--- config.mk ---
export PLATFORM = sky130hd
export DESIGN_NAME = dac_control
export DESIGN_NICKNAME = d
export VERILOG_FILES = /design/src/design/dac_control.v /design/src/design/sync_delay.v
export VERILOG_INCLUDE_DIRS = /design/src /design/src/design
export SDC_FILE = /design/constraint.sdc
export NUM_CORES = 1
export LEC_CHECK = 0
export ABC_AREA = 1
export BUFFER_PORTS_ARGS = -buffer_cell sky130_fd_sc_hd__buf_4
export CORE_MARGIN = 3
export CORE_UTILIZATION = 45
export DETAILED_ROUTE_END_ITERATION = 8
export GPL_ROUTABILITY_DRIVEN = 0
export HOLD_SLACK_MARGIN = 0.02
export PLACE_DENSITY = 0.8
export SLEW_MARGIN = 0
export SYNTH_ARGS = -nofsm -noshare
export SYNTH_HDL_FRONTEND = slang
export SYNTH_SLANG_ARGS = --single-unit
--- constraint.sdc ---
create_clock -name pclk -period 3.3 [get_ports pclk]
set_clock_uncertainty 0.2 [all_clocks]
set_input_delay 0.165 -clock pclk [delete_from_list [all_inputs] [get_ports pclk]]
set_output_delay 0.165 -clock pclk [all_outputs]
set_load 0.02 [all_outputs]
--- src/design/dac_ctrl_map.vh ---
`ifndef DAC_CTRL_MAP_VH
`define DAC_CTRL_MAP_VH

// ----------------------------------------
// register indices, byte address = 4 * index
// ----------------------------------------
`define IDX_CONTROL_A        4'h0
`define IDX_CONTROL_B        4'h1
`define IDX_EVENT_CONTROL    4'h2
`define IDX_IRQ_ENABLE_CLEAR 4'h4
`define IDX_IRQ_ENABLE_SET   4'h5
`define IDX_IRQ_FLAGS        4'h6
`define IDX_SYNC_STATUS      4'h7
`define IDX_CONV_VALUE       4'h8
`define IDX_CONV_BUFFER      4'hc

// ----------------------------------------
// control_a fields
// ----------------------------------------
`define BIT_SOFT_RESET       0
`define BIT_ENABLE           1
`define BIT_RUN_IN_STANDBY   2

// ----------------------------------------
// control_b fields
// ----------------------------------------
`define BIT_EXT_OUT_EN       0
`define BIT_INT_OUT_EN       1
`define BIT_LEFT_ALIGN       2
`define BIT_PUMP_DISABLE     3
`define BIT_BUF_PROT_BYPASS  4
`define BIT_REF_SEL_LO       6
`define BIT_REF_SEL_HI       7
`define MASK_CONTROL_B       8'hdf

// ----------------------------------------
// event control, irq and sync status fields
// ----------------------------------------
`define BIT_START_EVENT_IN   0
`define BIT_EMPTY_EVENT_OUT  1
`define BIT_IRQ_UNDERRUN     0
`define BIT_IRQ_EMPTY        1
`define BIT_IRQ_SYNC_READY   2
`define BIT_SYNC_BUSY        7

// ----------------------------------------
// reference select codes
// ----------------------------------------
`define REF_INTERNAL_1V      2'h0
`define REF_ANALOG_SUPPLY    2'h1
`define REF_EXTERNAL         2'h2

// ----------------------------------------
// reset values and timing
// ----------------------------------------
`define RST_BYTE             8'h00
`define RST_DATA             16'h0000
`define RST_BUF_FULL         1'b1
`define SYNC_CYCLES          4

`endif

--- src/design/dac_control.v ---
// Contract
// RULE1 - 8, 16 and 32 bit accesses accepted; byte lanes of wider registers writable alone
// RULE2 - reserved bits read zero; software writes them zero
// RULE3 - run-in-standby keeps output buffer on in standby; not synchronised
// RULE4 - enable reads back at once, busy set; takes effect after delay
// RULE5 - soft reset one restores all registers and disables converter; zero ignored
// RULE6 - a write setting soft reset discards all other written bits
// RULE7 - soft reset done after delay; reset bit and busy clear together
// RULE8 - reference select codes internal 1V, analog supply, external; 3 reserved
// RULE9 - bypass bit lets buffer writes pass while protection is on
// RULE10 - pump disable zero leaves pump automatic, one forces it off
// RULE11 - left align selects placement of 10-bit value in value and buffer
// RULE12 - internal output enable routes output to analog comparator
// RULE13 - external output enable drives the output pin buffer
// RULE14 - empty event emitted when buffer empties if enabled
// RULE15 - enabled start event moves buffer to value and starts conversion
// RULE16 - enable set and clear registers share one enable state
// RULE17 - ones written to enable clear disable the matching interrupts
// RULE18 - protected registers reject writes while protection is on
// RULE19 - control_a is write protected and write synchronised
// RULE20 - empty flag sets on buffer move, clears on one or buffer write
// RULE21 - underrun flag sets on start event with empty buffer
// RULE22 - sync ready sets when busy falls, except after enable or reset
// RULE23 - value in bits 9:0 right aligned, bits 15:6 left aligned
// RULE24 - irq high while any flag and its enable are both set
`timescale 1ns/1ns
`include "dac_ctrl_map.vh"

module dac_control #(
   parameter AW          = 12,
   parameter SYNC_CYCLES = `SYNC_CYCLES
) (
   input  wire          pclk,            // bus clock
   input  wire          presetn,         // async reset, active low
   input  wire          psel,            // apb select
   input  wire          penable,         // apb access phase
   input  wire          pwrite,          // apb direction
   input  wire [AW-1:0] paddr,           // apb byte address
   input  wire [31:0]   pwdata,          // apb write data
   input  wire [3:0]    pstrb,           // apb byte strobes
   output wire [31:0]   prdata,          // apb read data
   output wire          pready,          // apb ready
   output wire          pslverr,         // apb error
   input  wire          write_protect,   // access controller protection on
   input  wire          standby,         // system in standby sleep
   input  wire          start_event,     // start conversion event pulse
   output wire          dac_on,          // converter enabled
   output wire [9:0]    dac_code,        // code being converted
   output wire          conv_start,      // pulse: new conversion
   output wire [1:0]    reference_select, // reference choice
   output wire          pump_off,        // voltage pump forced off
   output wire          internal_out,    // output to analog comparator
   output wire          external_out,    // output pin buffer on
   output wire          empty_event,     // pulse: buffer empty event
   output wire          irq              // interrupt request
);

   // ----------------------------------------
   // state
   // ----------------------------------------
   reg        run_stdby_ff;
   reg        enable_ff;
   reg        soft_reset_ff;
   reg [7:0]  ctrl_b_ff;
   reg [1:0]  event_control_ff;
   reg [2:0]  ien_ff;
   reg [2:0]  flags_ff;
   reg [15:0] data_ff;
   reg [15:0] buf_ff;
   reg        buf_full_ff;
   reg        conv_on_ff;
   reg [9:0]  code_ff;
   reg        conv_start_ff;
   reg        empty_ev_ff;
   reg        data_cause_ff;
   reg        code_cause_ff;
   reg [31:0] rdata_ff;
   reg [2:0]  nxt_flags;

   wire       sync_busy;
   wire       sync_done;
   wire       left;

   // ----------------------------------------
   // bus decode
   // ----------------------------------------
   // upper address bits must be zero, else unmapped
   wire [3:0] idx     = paddr[5:2];
   wire       hi_zero = (paddr[AW-1:6] == {(AW-6){1'b0}});
   wire       setup   = psel & ~penable;
   wire       acc     = psel & penable;

   wire sel_a   = hi_zero & (idx == `IDX_CONTROL_A);
   wire sel_b   = hi_zero & (idx == `IDX_CONTROL_B);
   wire sel_ev  = hi_zero & (idx == `IDX_EVENT_CONTROL);
   wire sel_iec = hi_zero & (idx == `IDX_IRQ_ENABLE_CLEAR);
   wire sel_ies = hi_zero & (idx == `IDX_IRQ_ENABLE_SET);
   wire sel_fl  = hi_zero & (idx == `IDX_IRQ_FLAGS);
   wire sel_st  = hi_zero & (idx == `IDX_SYNC_STATUS);
   wire sel_dat = hi_zero & (idx == `IDX_CONV_VALUE);
   wire sel_buf = hi_zero & (idx == `IDX_CONV_BUFFER);
   wire mapped  = sel_a | sel_b | sel_ev | sel_iec | sel_ies | sel_fl |
                  sel_st | sel_dat | sel_buf;

   // buffer is the only register that the bypass bit can unlock
   wire prot_buf = write_protect & ~ctrl_b_ff[`BIT_BUF_PROT_BYPASS]; // RULE9
   wire prot_hit = pwrite & ((write_protect & mapped & ~sel_buf & ~sel_st) |
                             (prot_buf & sel_buf)); // RULE18 RULE19

   // a refused write answers at once instead of waiting on busy
   wire sync_reg = sel_a | sel_dat | sel_buf; // RULE19
   wire stall    = acc & pwrite & sync_reg & sync_busy & ~prot_hit;
   wire ro_write = pwrite & sel_st;
   wire err      = ~mapped | prot_hit | ro_write;

   assign pready  = ~stall;
   assign pslverr = acc & ~stall & err;

   // ----------------------------------------
   // write strobes
   // ----------------------------------------
   wire wr   = acc & pwrite & ~stall & ~err;
   wire lo   = pstrb[0]; // RULE1
   wire hi   = pstrb[1]; // RULE1
   wire [7:0] wb = pwdata[7:0];

   wire wr_a   = wr & sel_a & lo;
   // soft reset wins over every other bit of the same write
   wire wr_swr = wr_a & wb[`BIT_SOFT_RESET]; // RULE5
   wire wr_dat = wr & sel_dat & (lo | hi);
   wire wr_buf = wr & sel_buf & (lo | hi);

   // ----------------------------------------
   // write synchronisation
   // ----------------------------------------
   // control_a writes start the delay, as do value and buffer writes
   wire sync_start = wr_a | wr_dat | wr_buf; // RULE4 RULE19

   sync_delay #(
      .CYCLES (SYNC_CYCLES)
   ) u_sync (
      .clk   (pclk),
      .rst_n (presetn),
      .start (sync_start),
      .busy  (sync_busy),
      .done  (sync_done)
   );

   // ----------------------------------------
   // start event and buffer transfer
   // ----------------------------------------
   assign left = ctrl_b_ff[`BIT_LEFT_ALIGN];

   // events are dropped while the converter is off
   wire ev_take  = start_event & conv_on_ff & event_control_ff[`BIT_START_EVENT_IN]; // RULE15
   wire ev_move  = ev_take & buf_full_ff;
   wire ev_under = ev_take & ~buf_full_ff; // RULE21
   wire sw_done  = sync_done & soft_reset_ff;

   wire [9:0] buf_code  = left ? buf_ff[15:6] : buf_ff[9:0];   // RULE11 RULE23
   wire [9:0] data_code = left ? data_ff[15:6] : data_ff[9:0]; // RULE11 RULE23

   // ----------------------------------------
   // flags
   // ----------------------------------------
   always @* begin
      nxt_flags = flags_ff;
      if (wr & sel_fl & lo) begin
         nxt_flags = flags_ff & ~wb[2:0];
      end
      if (wr_buf) begin
         nxt_flags[`BIT_IRQ_EMPTY] = 1'b0; // RULE20
      end
      // a set in the clearing cycle still wins
      if (ev_move) begin
         nxt_flags[`BIT_IRQ_EMPTY] = 1'b1; // RULE20
      end
      if (ev_under) begin
         nxt_flags[`BIT_IRQ_UNDERRUN] = 1'b1; // RULE21
      end
      if (sync_done & data_cause_ff & ~soft_reset_ff) begin
         nxt_flags[`BIT_IRQ_SYNC_READY] = 1'b1; // RULE22
      end
   end

   // ----------------------------------------
   // register file
   // ----------------------------------------
   always @(posedge pclk or negedge presetn) begin
      if (!presetn) begin
         run_stdby_ff  <= 1'b0;
         enable_ff     <= 1'b0;
         soft_reset_ff <= 1'b0;
         ctrl_b_ff     <= `RST_BYTE;
         event_control_ff     <= 2'h0;
         ien_ff        <= 3'h0;
         flags_ff      <= 3'h0;
         data_ff       <= `RST_DATA;
         buf_ff        <= `RST_DATA;
         buf_full_ff   <= `RST_BUF_FULL;
         conv_on_ff    <= 1'b0;
         code_ff       <= 10'h000;
         conv_start_ff <= 1'b0;
         empty_ev_ff   <= 1'b0;
         data_cause_ff <= 1'b0;
         code_cause_ff <= 1'b0;
      end else if (sw_done) begin
         // reset done: every register back to its initial value
         run_stdby_ff  <= 1'b0; // RULE5
         enable_ff     <= 1'b0;
         soft_reset_ff <= 1'b0; // RULE7
         ctrl_b_ff     <= `RST_BYTE;
         event_control_ff     <= 2'h0;
         ien_ff        <= 3'h0;
         flags_ff      <= 3'h0;
         data_ff       <= `RST_DATA;
         buf_ff        <= `RST_DATA;
         buf_full_ff   <= `RST_BUF_FULL;
         conv_on_ff    <= 1'b0; // RULE5
         code_ff       <= 10'h000;
         conv_start_ff <= 1'b0;
         empty_ev_ff   <= 1'b0;
         data_cause_ff <= 1'b0;
         code_cause_ff <= 1'b0;
      end else begin
         conv_start_ff <= ev_move; // RULE15
         empty_ev_ff   <= ev_move & event_control_ff[`BIT_EMPTY_EVENT_OUT]; // RULE14
         flags_ff      <= nxt_flags;

         if (sync_start) begin
            data_cause_ff <= ~wr_a; // RULE22
            code_cause_ff <= wr_dat;
         end

         if (wr_swr) begin
            soft_reset_ff <= 1'b1; // RULE6
         end else if (wr_a) begin
            enable_ff    <= wb[`BIT_ENABLE]; // RULE4
            run_stdby_ff <= wb[`BIT_RUN_IN_STANDBY]; // RULE3
         end

         // enable change reaches the converter only at sync end
         if (sync_done & ~data_cause_ff) begin
            conv_on_ff <= enable_ff; // RULE4
         end

         if (wr & sel_b & lo) begin
            ctrl_b_ff <= wb & `MASK_CONTROL_B; // RULE2 RULE8
         end
         if (wr & sel_ev & lo) begin
            event_control_ff <= wb[1:0];
         end
         if (wr & sel_iec & lo) begin
            ien_ff <= ien_ff & ~wb[2:0]; // RULE16 RULE17
         end else if (wr & sel_ies & lo) begin
            ien_ff <= ien_ff | wb[2:0]; // RULE16
         end

         if (ev_move) begin
            data_ff <= buf_ff; // RULE15
            code_ff <= buf_code;
         end else begin
            if (wr_dat & lo) begin
               data_ff[7:0] <= wb; // RULE1
            end
            if (wr_dat & hi) begin
               data_ff[15:8] <= pwdata[15:8]; // RULE1
            end
            // only a value write moves the code at sync end
            if (sync_done & code_cause_ff) begin
               code_ff <= data_code;
            end
         end

         if (wr_buf & lo) begin
            buf_ff[7:0] <= wb;
         end
         if (wr_buf & hi) begin
            buf_ff[15:8] <= pwdata[15:8];
         end
         if (wr_buf) begin
            buf_full_ff <= 1'b1;
         end else if (ev_move) begin
            buf_full_ff <= 1'b0;
         end
      end
   end

   // ----------------------------------------
   // read data, captured in the setup phase
   // ----------------------------------------
   always @(posedge pclk or negedge presetn) begin
      if (!presetn) begin
         rdata_ff <= 32'h0000_0000;
      end else if (setup) begin
         rdata_ff <= 32'h0000_0000; // RULE2
         if (sel_a) begin
            rdata_ff[2:0] <= {run_stdby_ff, enable_ff, soft_reset_ff};
         end
         if (sel_b) begin
            rdata_ff[7:0] <= ctrl_b_ff;
         end
         if (sel_ev) begin
            rdata_ff[1:0] <= event_control_ff;
         end
         if (sel_iec | sel_ies) begin
            rdata_ff[2:0] <= ien_ff; // RULE16
         end
         if (sel_fl) begin
            rdata_ff[2:0] <= flags_ff;
         end
         if (sel_st) begin
            rdata_ff[`BIT_SYNC_BUSY] <= sync_busy;
         end
         if (sel_dat) begin
            rdata_ff[15:0] <= data_ff;
         end
         if (sel_buf) begin
            rdata_ff[15:0] <= buf_ff;
         end
      end
   end

   assign prdata = rdata_ff;

   // ----------------------------------------
   // converter side outputs
   // ----------------------------------------
   assign dac_on           = conv_on_ff;
   assign dac_code         = code_ff; // RULE23
   assign conv_start       = conv_start_ff;
   assign empty_event      = empty_ev_ff; // RULE14
   assign reference_select = ctrl_b_ff[`BIT_REF_SEL_HI:`BIT_REF_SEL_LO]; // RULE8
   assign pump_off         = ctrl_b_ff[`BIT_PUMP_DISABLE]; // RULE10
   assign internal_out     = conv_on_ff & ctrl_b_ff[`BIT_INT_OUT_EN]; // RULE12
   assign external_out     = conv_on_ff & ctrl_b_ff[`BIT_EXT_OUT_EN] &
                             (~standby | run_stdby_ff); // RULE3 RULE13

   // ----------------------------------------
   // interrupt request
   // ----------------------------------------
   assign irq              = |(flags_ff & ien_ff); // RULE24

endmodule

--- src/design/sync_delay.v ---
`timescale 1ns/1ns

// ----------------------------------------
// write synchronisation delay
// ----------------------------------------
module sync_delay #(
   parameter CYCLES = 4
) (
   input  wire clk,    // bus clock
   input  wire rst_n,  // async reset, active low
   input  wire start,  // one-cycle start pulse
   output wire busy,   // high while delay runs
   output wire done    // one-cycle pulse at the end
);

   reg  [7:0] cnt_ff;
   reg        busy_ff;
   wire       last;

   assign last = (cnt_ff == 8'h01);
   assign busy = busy_ff;
   assign done = busy_ff & last;

   always @(posedge clk or negedge rst_n) begin
      if (!rst_n) begin
         cnt_ff  <= 8'h00;
         busy_ff <= 1'b0;
      end else if (start && !busy_ff) begin
         cnt_ff  <= CYCLES[7:0];
         busy_ff <= 1'b1;
      end else if (busy_ff) begin
         cnt_ff  <= cnt_ff - 8'h01;
         if (last) begin
            busy_ff <= 1'b0;
         end
      end
   end

endmodule

; Yosys cells after proc, flatten, opt, wreduce, memory -nomap -nowiden
; Index checks and enable logic that the tools add are counted.
[word_totals]
word_cells = 211
out_inout_bits = 53
in_bits = 56
register_bits = 92
[classes]
n_bitwise = 97
n_addsub = 1
n_mux = 57
n_reduce_logical = 23
n_eq_ne = 10
[op_table]
columns = op, n
row1 = two-way mux 16 bit, 5
row2 = two-way mux 8 bit, 9
row3 = AND 1 bit, 61
row4 = two-way mux 10 bit, 5
row5 = two-way mux 1 bit, 27
row6 = two-way mux 3 bit, 8
row7 = nonzero test 3 bit, 7
row8 = OR 1 bit, 18
row9 = nonzero test 2 bit, 9
row10 = "== test 4 x 3 -> 1 bit, second input constant", 4
row11 = NOT 1 bit, 13
row12 = AND 3 bit, 3
row13 = "== test 4 bit, second input constant", 2
row14 = "== test 8 x 1 -> 1 bit, second input constant", 1
row15 = "subtractor 8 x 1 -> 8 bit, second input constant", 1
row16 = logical NOT 6 bit, 1
row17 = two-way mux 2 bit, 3
row18 = "== test 4 x 1 -> 1 bit, second input constant", 1
row19 = "== test 4 x 2 -> 1 bit, second input constant", 1
row20 = logical NOT 4 bit, 1
row21 = nonzero test 4 bit, 1
row22 = NOT 3 bit, 1
row23 = OR 3 bit, 1
row24 = OR reduction 3 bit, 1
row25 = other kinds (4), 4

; Logic depth before layout (Yosys ltp)
; Gate-level depths: netlist (run 1).
[depth]
ltp_word = 26
ltp_mapped = 15
ltp_nobuf = 15

; By module
; A second synthesis (run 1) with hierarchy kept.
[unflattened]
cells_unflattened = 675
hier_area_um2 = 5124.9
[by_module_without_submodules]
columns = module, cells_per_inst, seq_area_each_um2, instances, area_each_um2
row1 = dac_control, 614, 2053.2, 1, 4653.2
row2 = sync_delay, 61, 225.2, 1, 471.7

; Least setup slack after synthesis (run 1)
; Ideal clock, no wire load.
[synth_path]
kind = register to register
start = reg u_sync.cnt_ff[3]
end = reg data_ff[7]
slack_ps = 1165
setup_time_ps = 117
required_ps = 2983
period_less_slack_ps = 2135
n_path_buf = 1
path_stages_with_launch = 14
arrival_ps = 1818
cell_sequence = dfrtp_1 -> nor2_1 -> nand4_1 -> inv_1 -> nand4_1 -> nor2_2 -> inv_2 -> nand2_2 -> inv_2 -> buf_1 -> a22oi_1 -> inv_1 -> nand2_1 -> nand2_1
[synth_between]
elab_chain_len = 4
elab_cells_between_ends = 5
cone_classes = 1 x eq/ne / 1 x mux / 2 x bitwise / 1 x reduce/logical
[synth_rtl]
columns = element, line
row1 = start: declaration, sync_delay.v:16  ; reg [7:0] cnt_ff;
row2 = start signal: assignment, sync_delay.v:29  ; cnt_ff <= CYCLES[7:0];
row3 = start signal: assignment, sync_delay.v:32  ; cnt_ff <= cnt_ff - 8'h01;
row4 = == test 8 x 1 -> 1 bit (*), sync_delay.v:20  ; assign last = (cnt_ff == 8'h01);
row5 = AND 1 bit (*), sync_delay.v:22  ; assign done = busy_ff & last;
row6 = AND 1 bit (*), dac_control.v:158  ; wire sw_done = sync_done & soft_reset_ff;
row7 = nonzero test 3 bit (no source line) or two-way mux 16 bit (tied branches), --
row8 = end signal: assignment, dac_control.v:198  ; data_ff <= `RST_DATA;
row9 = end signal: assignment, dac_control.v:216  ; data_ff <= `RST_DATA;
row10 = end signal: assignment, dac_control.v:260  ; data_ff <= buf_ff;
row11 = end: declaration, dac_control.v:68  ; reg [15:0] data_ff;
; Every way passes the cells marked *; elsewhere a longest branch is shown, timed or not.
; A chain may end at the register's enable or synchronous reset.

; Worst setup path after layout (run 1)
[layout_path]
start = in paddr[2]
end = reg buf_ff[8]
[layout_between]
elab_chain_len = 24
elab_cells_between_ends = 52
cone_classes = 8 x eq/ne / 42 x bitwise / 2 x reduce/logical
[layout_rtl]
columns = element, line
row1 = start: declaration, dac_control.v:38  ; input wire [AW-1:0] paddr,
row2 = == test 4 x 1 -> 1 bit (no source line) or logical NOT 4 bit (tied branches), --
row3 = "AND 1 bit, on equally long branches", "dac_control.v:94, dac_control.v:93"
row4 = OR 1 bit (6 in a row), dac_control.v:102  ; wire mapped = sel_a | sel_b | sel_ev | sel_iec | sel_ies | sel_fl |
row5 = OR 1 bit (2 in a row), dac_control.v:103  ; sel_st | sel_dat | sel_buf;
row6 = AND 1 bit (3 in a row), dac_control.v:107  ; wire prot_hit = pwrite & ((write_protect & mapped & ~sel_buf & ~sel_st) |
row7 = OR 1 bit, dac_control.v:107
row8 = AND 1 bit, dac_control.v:107
row9 = NOT 1 bit, dac_control.v:112  ; wire stall = acc & pwrite & sync_reg & sync_busy & ~prot_hit;
row10 = AND 1 bit, dac_control.v:112
row11 = NOT 1 bit, dac_control.v:122  ; wire wr = acc & pwrite & ~stall & ~err;
row12 = AND 1 bit (2 in a row), dac_control.v:122
row13 = AND 1 bit (*) (2 in a row), dac_control.v:131  ; wire wr_buf = wr & sel_buf & (lo | hi);
row14 = AND 1 bit (*), dac_control.v:278  ; if (wr_buf & hi) begin
row15 = nonzero test 2 bit (no source line) (*), --
row16 = end signal: assignment, dac_control.v:199  ; buf_ff <= `RST_DATA;
row17 = end signal: assignment, dac_control.v:217  ; buf_ff <= `RST_DATA;
row18 = end signal: assignment, dac_control.v:279  ; buf_ff[15:8] <= pwdata[15:8];
row19 = end: declaration, dac_control.v:69  ; reg [15:0] buf_ff;
; Marked as above.

==> results of run 1 <==
[final timing paths]
path	startpoint	end	slack [ps]	cells after the start
worst max-delay path	paddr[2]	buf_ff[8]	430	17
worst min-delay path	pstrb[1]	data_ff[11]	50	4
worst max register to register	u_sync.cnt_ff[3]	buf_ff[8]	540	10
worst min register to register	prdata[6]	prdata[6]	300	2
max in group asynchronous	presetn	buf_full_ff	2000	3
min in group asynchronous	presetn	prdata[9]	90	2
[layout by cell type, fill, tap and decap left out, types with 2 or more instances in the layout]
master | netlist | layout
sky130_fd_sc_hd__o211ai_1 | 5 | 5
sky130_fd_sc_hd__nor3_1 | 7 | 7
sky130_fd_sc_hd__a31oi_1 | 6 | 6
sky130_fd_sc_hd__inv_1 | 60 | 60
sky130_fd_sc_hd__o21ai_1 | 26 | 26
sky130_fd_sc_hd__nor2_4 | 5 | 5
sky130_fd_sc_hd__a21oi_1 | 36 | 36
sky130_fd_sc_hd__ha_1 | 2 | 2
sky130_fd_sc_hd__clkinv_4 | 0 | 3
sky130_fd_sc_hd__bufinv_16 | 0 | 2
sky130_fd_sc_hd__clkinv_1 | 2 | 2
sky130_fd_sc_hd__nand2_1 | 174 | 174
sky130_fd_sc_hd__nand3_2 | 3 | 3
sky130_fd_sc_hd__buf_4 | 18 | 81
sky130_fd_sc_hd__or2_2 | 3 | 3
sky130_fd_sc_hd__dlygate4sd3_1 | 0 | 25
sky130_fd_sc_hd__inv_2 | 8 | 8
sky130_fd_sc_hd__a22oi_1 | 18 | 18
sky130_fd_sc_hd__o22ai_1 | 2 | 2
sky130_fd_sc_hd__nor2_2 | 4 | 4
sky130_fd_sc_hd__nand2_2 | 13 | 13
sky130_fd_sc_hd__a221oi_1 | 6 | 6
sky130_fd_sc_hd__dfrtp_1 | 90 | 90
sky130_fd_sc_hd__nand3_1 | 59 | 59
sky130_fd_sc_hd__nor2_1 | 48 | 48
sky130_fd_sc_hd__o21ai_0 | 25 | 25
sky130_fd_sc_hd__conb_1 | 1 | 16
sky130_fd_sc_hd__clkbuf_8 | 0 | 9
sky130_fd_sc_hd__o2111ai_1 | 2 | 2
sky130_fd_sc_hd__nand4_1 | 6 | 6
[kinds of logic (layout without fill, tap and decap cells)]
family,Yosys count,count (layout)
AO/OA/AOI/OAI,130,130
other,1,16
AND/OR/NAND/NOR,327,327
buffers and inverters,111,192
flip-flops,91,91
XOR/XNOR,1,1
adder cells (fa/ha/maj),2,2
[worst register-to-register path, cell delays in order, from the launching register on]
cell and delay (ps):
sky130_fd_sc_hd__dfrtp_1 400, sky130_fd_sc_hd__nor2_1 200, sky130_fd_sc_hd__nand4_1 170, sky130_fd_sc_hd__inv_1 80, sky130_fd_sc_hd__nand4_1 140, sky130_fd_sc_hd__nor2_2 250
sky130_fd_sc_hd__inv_2 180, sky130_fd_sc_hd__buf_4 270, sky130_fd_sc_hd__nand3_1 150, sky130_fd_sc_hd__nand2_1 60, sky130_fd_sc_hd__dlygate4sd3_1 550
[registers in the layout (all words and copies together), names as in the netlist]
| register | flops |
|---|---|
| buf_ff | 16 |
| buf_full_ff | 1 |
| code_cause_ff | 1 |
| conv_start | 1 |
| ctrl_b_ff | 7 |
| dac_code | 10 |
| dac_on | 1 |
| data_cause_ff | 1 |
| data_ff | 16 |
| empty_event | 1 |
| enable_ff | 1 |
| event_control_ff | 2 |
| flags_ff | 3 |
| ien_ff | 3 |
| prdata | 16 |
| run_stdby_ff | 1 |
| soft_reset_ff | 1 |
| u_sync.busy | 1 |
| u_sync.cnt_ff | 8 |
[routing by layer]
metal	vias up	routed length (um)
li1	2344	-
met1	2279	5950
met2	299	6210
met3	41	1330
met4	0	347
met5	-	0
[stage by stage]
stage | instance area [um^2] | cells | power (uW) | hold slack [ps]
floorplan | 5110 | 678 | 1250 | -331
global route | 6120 | 899 | 2240 | 66.0
global placement | 5660 | 859 | 1340 | -39.6
CTS | 6120 | 899 | 2180 | 35.0
detailed placement | 5660 | 859 | 1340 | -28.2
finish | 6120 | 899 | 2170 | 51.4
[report_power, final]
part	internal, uW	switching (uW)
Clock	425	405
Sequential	1130	7.08
Combinational	81.3	121
Total	1630	533
[final cells by class]
| type | instances | area, um^2 | share of cell area [%] |
|---|---|---|---|
| multi-input combinational | 476 | 2330 | 38.0 |
| clock inverter | 6 | 91.3 | 1.49 |
| tap | 140 | 175 | 2.86 |
| inverter | 71 | 269 | 4.39 |
| sequential | 91 | 2280 | 37.2 |
| timing repair buffer | 106 | 858 | 14.0 |
| clock buffer | 9 | 124 | 2.02 |
[timing repair]
action                                  CTS  global route
endpoints found under the setup margin    0             0
hold buffers                             25             0
hold endpoints to repair                 83             0
==> results by stage, run 1 <==
Synthesis:
- The prevailing post-synth register cell is sky130_fd_sc_hd__dfrtp_1.
- By count the netlist is led by sky130_fd_sc_hd__nand2_1 (174), sky130_fd_sc_hd__dfrtp_1 (90), sky130_fd_sc_hd__inv_1 (60).
- The total of warnings raised by yosys is 0.
- Counting every instance in the synthesized netlist gives about 660.
- The share of synthesized area occupied by flip-flops and latches is 45.1%.
- The xor/xnor share of the synthesized area is 0.173%.
- Sorting the synthesized cells by area gives the leading types as sky130_fd_sc_hd__dfrtp_1 (45%), sky130_fd_sc_hd__nand2_1 (13%), sky130_fd_sc_hd__nand3_1 (5.8%), sky130_fd_sc_hd__inv_1 (4.5%), sky130_fd_sc_hd__a21oi_1 (3.6%).
- The synthesized area per cell is ~7.6 um^2.
- Of all flip-flops after synthesis, the portion carrying an async set or reset was 100%.
- The most instantiated library cell after synthesis is sky130_fd_sc_hd__nand2_1.
- The area share of and/or/nand/nor cells after synthesis is between 20 and 30%.
- The share of synthesized area in the top cell type comes to ~45%.
- Summing every instance area after synthesis gives 5050 um^2.
- After Yosys synthesis, full adders, half adders and majority gates account for less than 1% of the synthesized area.
- Synthesis instantiated 42 different standard cells from the library.
- The synthesized design contains 0 enable-type register cells.
- The synthesized design spends more area on one cell type than any other, namely sky130_fd_sc_hd__dfrtp_1.
- The largest family of logic cells by synthesized area is simple AND/OR/NAND/NOR gates.
- The number of storage elements in the synthesis netlist is 91.
- The portion of synthesized area spent on multiplexers is 0%.
- Summing the areas of all compound-gate instances in the mapped netlist gives ~15% of the synthesized area.

Placement:
- The number of input and output port buffers inserted is 72.
- Once detailed placement completed, the half-perimeter wirelength came to between 10000 and 15000 um.
- Timing analysis after detailed placement gives a worst setup slack of 756 ps.

Global route:
- The met2 track demand over resource is between 30 and 40%.
- The total congestion overflow after global routing is 0.
- Global routing used slightly above 5% of the available met3 tracks.
- The number of antenna violations at the first check in global routing is 0.
- Across every metal layer, demand over resource in global routing totals approximately 22%.
- Entering global routing, the biggest net connects 40 pins.
- The global-route layer with the greatest usage is met2.
- The met1 track demand over resource is between 30 and 40%.
- The via count of the first global-routing pass was 4642.
- The first-pass GRT wire length is approximately 22000 um.

Timing:
- Setup violations remaining at the end of the flow were counted as 0.
- The count of endpoints failing hold in the final timing report is 0.
- The highest achievable clock rate is around 0.35 GHz.
- The worst path setup slack after routing is about 430 ps.
- Setup repair after global routing left no endpoint under its margin.
- The fraction of the cycle the final worst path needs is 87.0%.
- The measured slew at the worst slew-check pin is roughly 630 ps.
- The final max-slew violation count is 0.
- After routing, the total negative slack on setup checks comes to 0 ps.
- The normalized max-slew margin is around 58%.
- The worst path in the final design needs a cycle of ~2900 ps, including I/O delays and setup.

Clock network:
- TritonCTS built the clock tree.
- The clock transition at the register clock pins on the worst setup and hold paths after CTS is 80 ps.
- The worst-skew pair later-pin latency is ~380 ps.
- The total number of clock tree sinks is 91.
- In this run, CTS created clock tree buffers numbering 9.
- In this run, post-CTS repair resized a total of 0 instances.
- The post-CTS setup buffer count is 0.
- In this run the clock root is driven by a sky130_fd_sc_hd__clkbuf_8.
- The H-tree generated during clock tree synthesis spans 3 levels.
- No sink is reached through more buffers than the 2 on the longest clock path.

Finish:
- The fraction of layout instances using a drive strength above 1 is roughly 18%.
- The number of diodes is 0.
- Fill cells in the final layout number around 970.
- At the end of the flow the core is filled with cells to ~56%.
- The final net count is around 810.
- The layout-stage area growth over the synthesis result is 21.2%.

Die:
- The floorplan has 38 rows.
- Pin placement for this block handled 109 I/O pins.
- For this configuration, the core starts out at a cell density of a little under half.
- The area of the die is around 13000 um^2.
- In this run the standard cell core region covers between 10000 and 15000 um^2.
- The die is around 110 um wide.
- The die height is between 100 and 150 um.

Detailed routing:
- The detailed-route wire length is 13800 um.
- After detailed routing, the average wire length per cell comes to 15.4 um.
- The violation count after the first detailed-route iteration is approximately 560.
- Using the TritonRoute via totals, the vias-per-cell ratio works out to about 5.5.
- The detail route stage leaves a number of antenna-violating nets equal to 0.
- For this run, design rule violations remaining after detail routing come to 0.
- The total number of vias is 4963.
- The first detailed-routing pass ran for 6 iterations.

Critical path:
- Broken down by cell family, the worst path's largest delay share belongs to buffers and inverters.
- The critical path endpoint category is a flip-flop.
- Counting both buffers and inverters, the worst setup path holds a total of 5.
- The critical path goes through dlygate4sd3_1, buf_4, inv_2, nand2_1, nor2_1, o21ai_1, nand3_2, nand2_2, nand3_1, nand2_2, nand4_4, nor2_4, nand2_2, inv_2, nand2_1, nand2_1, dlygate4sd3_1.
- The data required time at the worst endpoint is ~3400 ps.
- For the worst setup path, the data arrival time is between 2000 and 3000 ps.
- STA classifies the critical path startpoint as a primary input.
- The highest cell delay on the worst timing path is between 500 and 600 ps.
- For this design, the slowest cell found on the critical path is sky130_fd_sc_hd__dlygate4sd3_1.
- The maximum net fanout on the critical path is 8.
- The class of the most critical setup path is in -> reg.

Power and ir drop:
- The leakage power summed over all cells is around 0.003 uW.
- IR analysis of the VDD net gives a maximum drop of around 0.18 mV.
- Power spread over the standard cell area amounts to about 350 nW/um^2.

Flow run:
- Across the run, the number of max-cap violations was 0.

Hold path:
- The path class of the lowest-slack min-delay path is in -> reg.

Status:
- The run finished with clean final reports.
Note: power is estimated with default switching activity, not from simulation.
==> inputs of run 2 (changes only) <==
Settings changed: RECOVER_POWER from default to 25.
==> run 2 against run 1 <==
Effect of this change:
- the flow now finishes with violations (max-capacitance violations, max-slew violations)
- cell area fell by 1.1%
- die area did not move
- non-clock buffer count did not move
- global-route usage did not move
- sequential share of layout area rose by 0.42 points
- critical path depth did not move
- register-to-register slack barely moved
- sequential power barely moved
- core utilization fell by 0.62 points
- via count fell by 0.50%
- clock-buffer cell count did not move
- maximum frequency barely moved
- critical path type unchanged
- critical endpoint unchanged
- largest cell class unchanged
==> results by stage, run 2 (synthesized netlist as in run 1, its figures left out) <==
Timing:
- The count of endpoints failing hold in the final timing report is 0 (unchanged).
- Setup repair after global routing left no endpoint under its margin.
- The final max-slew violation count was 40 (+40).
- The worst path setup slack after routing is 428 ps (-0.804 ps).
- The setup TNS is 0 ps (unchanged).
- The highest achievable clock rate came to 0.348 GHz (about the same).
- The final setup violation count is 0 (unchanged).
- The normalized max-slew margin came to -39.9% (-98 points).
- The fraction of the cycle the final worst path needs is 87.0% (about the same).
- The final critical path time including I/O delays and setup came to 2870 ps (+0.804 ps).
- The measured slew at the worst slew-check pin is 2100 ps (+1470 ps).

Status:
- The checks that failed: max-capacitance violations, max-slew violations.
- The flow ran to the end, but the final reports show violations.

Placement:
- The post-detailed-placement half-perimeter wirelength is 10200 um (unchanged).
- The count of placed standard cells including taps is 859 (unchanged).
- The post-place setup slack is 756 ps (unchanged).
- The number of input and output port buffers inserted was 72 (unchanged).

Critical path:
- The arrival time at the worst endpoint was 2990 ps (about the same).
- The class of the most critical setup path is in -> reg.
- The worst setup path is launched from a primary input.
- The data required time at the worst endpoint was 3410 ps (about the same).
- The maximum net fanout on the critical path was 8 (unchanged).
- STA classifies the critical path endpoint as a flip-flop.

Die:
- The effective utilization at floorplan came to 46.4% (unchanged).
- The top-level port count is 109 (unchanged).
- The area of the die is 12500 um^2 (unchanged).
- The die height was 112 um (unchanged).
- The area of the core came to 10900 um^2 (unchanged).
- The placement row count came to 38 (unchanged).
- The chip width is 112 um (unchanged).

Detailed routing:
- The per-cell routed wire length was 15.4 um (-0.17%).
- The number of nets still failing antenna checks after routing is 0 (unchanged).
- The total number of vias came to 4938 (-0.50%).
- The detailed-route vias per instance is 5.49 (-0.50%).
- The violation count after the first detailed-route iteration is 532 (-5.3%).
- The detailed-route wire length is 13800 um (-0.17%).
- The detailed-routing iteration count for the pre-antenna-repair pass is 6 (unchanged).
- The DRC violations left came to 0 (unchanged).

Global route:
- The global-route usage over all layers is 22.1% (unchanged).
- The total congestion overflow after global routing was 0 (unchanged).
- The via count of the first global-routing pass is 4642 (unchanged).
- The largest net degree at the start of global routing was 40 (unchanged).
- The first-pass GRT wire length is 22500 um (unchanged).
- The number of antenna violations at the first check in global routing is 0 (unchanged).

Clock network:
- The maximum root-to-sink buffer count is 2 (unchanged).
- The worst-skew pair later-pin latency was 380 ps (about the same).
- The clock root buffer is sky130_fd_sc_hd__clkbuf_8.
- The number of resized instances in the post-cts repair step is 0 (unchanged).
- The total number of clock tree sinks is 91 (unchanged).
- The deepest level of the CTS H-tree was 3 (unchanged).
- The clock transition at the register clock pins on the worst setup and hold paths after CTS is 80 ps (about the same).
- TritonCTS built the clock tree.
- The total clock buffers created by CTS was 9 (unchanged).

Finish:
- The layout-stage area growth over the synthesis result is 19.8%.
- The final core area utilization is 55.6% (-0.62 points).
- The number of diodes came to 0 (unchanged).
- The library cell used most frequently in the layout, excluding fill and tap cells, is sky130_fd_sc_hd__nand2_1.
- The final net count is 813 (unchanged).
- The fraction of layout instances using a drive strength above 1 came to 15.8% (-2.4 points).
- The final instance count without filler cells was 899 (unchanged).
- In the layout the commonest cells are sky130_fd_sc_hd__nand2_1 (174), sky130_fd_sc_hd__dfrtp_1 (90), sky130_fd_sc_hd__buf_4 (63).

Flow run:
- The number of maximum-capacitance violations is 1 (+1).

Power and ir drop:
- The total power divided by cell area is 357 nW/um^2 (+0.80%).
- The leakage power summed over all cells came to 0.00300 uW (-2.4%).
- The worst supply voltage drop on vdd is 0.177 mV (+0.12%).

Hold path:
- The path class of the lowest-slack min-delay path is in -> reg.
==> run 2: changes by cell type in the layout (fill, tap and decap cells not counted) <==
cell	delta
sky130_fd_sc_hd__buf_4	-18
sky130_fd_sc_hd__clkbuf_1	+18
==> run 2: path summary, 6_finish.rpt <==
kind | start | end | slack (ps) | depth (start not counted)
worst min register to register | prdata[6] | prdata[6] | 300 | 2
max in group asynchronous | presetn | buf_full_ff | 810 | 3
min in group asynchronous | presetn | dac_code[8] | 740 | 2
worst min-delay path | pstrb[1] | data_ff[11] | 50 | 4
worst max-delay path | paddr[2] | buf_ff[8] | 430 | 17
worst max register to register | u_sync.cnt_ff[3] | buf_ff[13] | 530 | 10
==> run 2: metal layers <==
layer / wire, um / GRT usage, %
met1: 5920 / 31.2
met2: 6230 / 33.9
met3: 1360 / 5.16
met4: 299 / 7.05
met5: 0 / 0
==> run 2: per-stage QoR <==
stage | hold WS, ps | cell area, um^2 | power, uW
CTS | 35.0 | 6120 | 2180
detailed placement | -28.2 | 5660 | 1340
finish | 53.5 | 6060 | 2160
global route | 66.0 | 6060 | 2230
global placement | -39.6 | 5660 | 1340
floorplan | -331 | 5110 | 1250
==> run 2: final cells by class <==
| class | count | area [um^2] |
|---|---|---|
| clock inverters | 6 | 91.3 |
| well taps | 140 | 175 |
| clock buffers | 9 | 124 |
| repair buffers | 106 | 791 |
| inverters | 71 | 269 |
| fillers | 981 | 4830 |
| multi-input cells | 476 | 2330 |
| flip-flops and latches | 91 | 2280 |
==> run 2: where the power goes <==
group,switching [uW],total (uW),internal [uW]
combinational,121,196,74.9
clock,405,829,425
sequential,6.80,1130,1130
total,533,2160,1630
==> run 2: critical path, cell delays in order <==
cell and delay, ps:
sky130_fd_sc_hd__dlygate4sd3_1 530, sky130_fd_sc_hd__buf_4 130, sky130_fd_sc_hd__inv_2 50, sky130_fd_sc_hd__nand2_1 100, sky130_fd_sc_hd__nor2_1 60, sky130_fd_sc_hd__o21ai_1 200, sky130_fd_sc_hd__nand3_2 170, sky130_fd_sc_hd__nand2_2 110
sky130_fd_sc_hd__nand3_1 90, sky130_fd_sc_hd__nand2_2 100, sky130_fd_sc_hd__nand4_4 130, sky130_fd_sc_hd__nor2_4 160, sky130_fd_sc_hd__nand2_2 140, sky130_fd_sc_hd__inv_2 160, sky130_fd_sc_hd__nand2_1 80, sky130_fd_sc_hd__nand2_1 70
sky130_fd_sc_hd__dlygate4sd3_1 540
==> run 2: repair_timing <==
item	CTS	global route
hold buffers	25	0
setup buffers	0	0
hold endpoints to repair	83	0
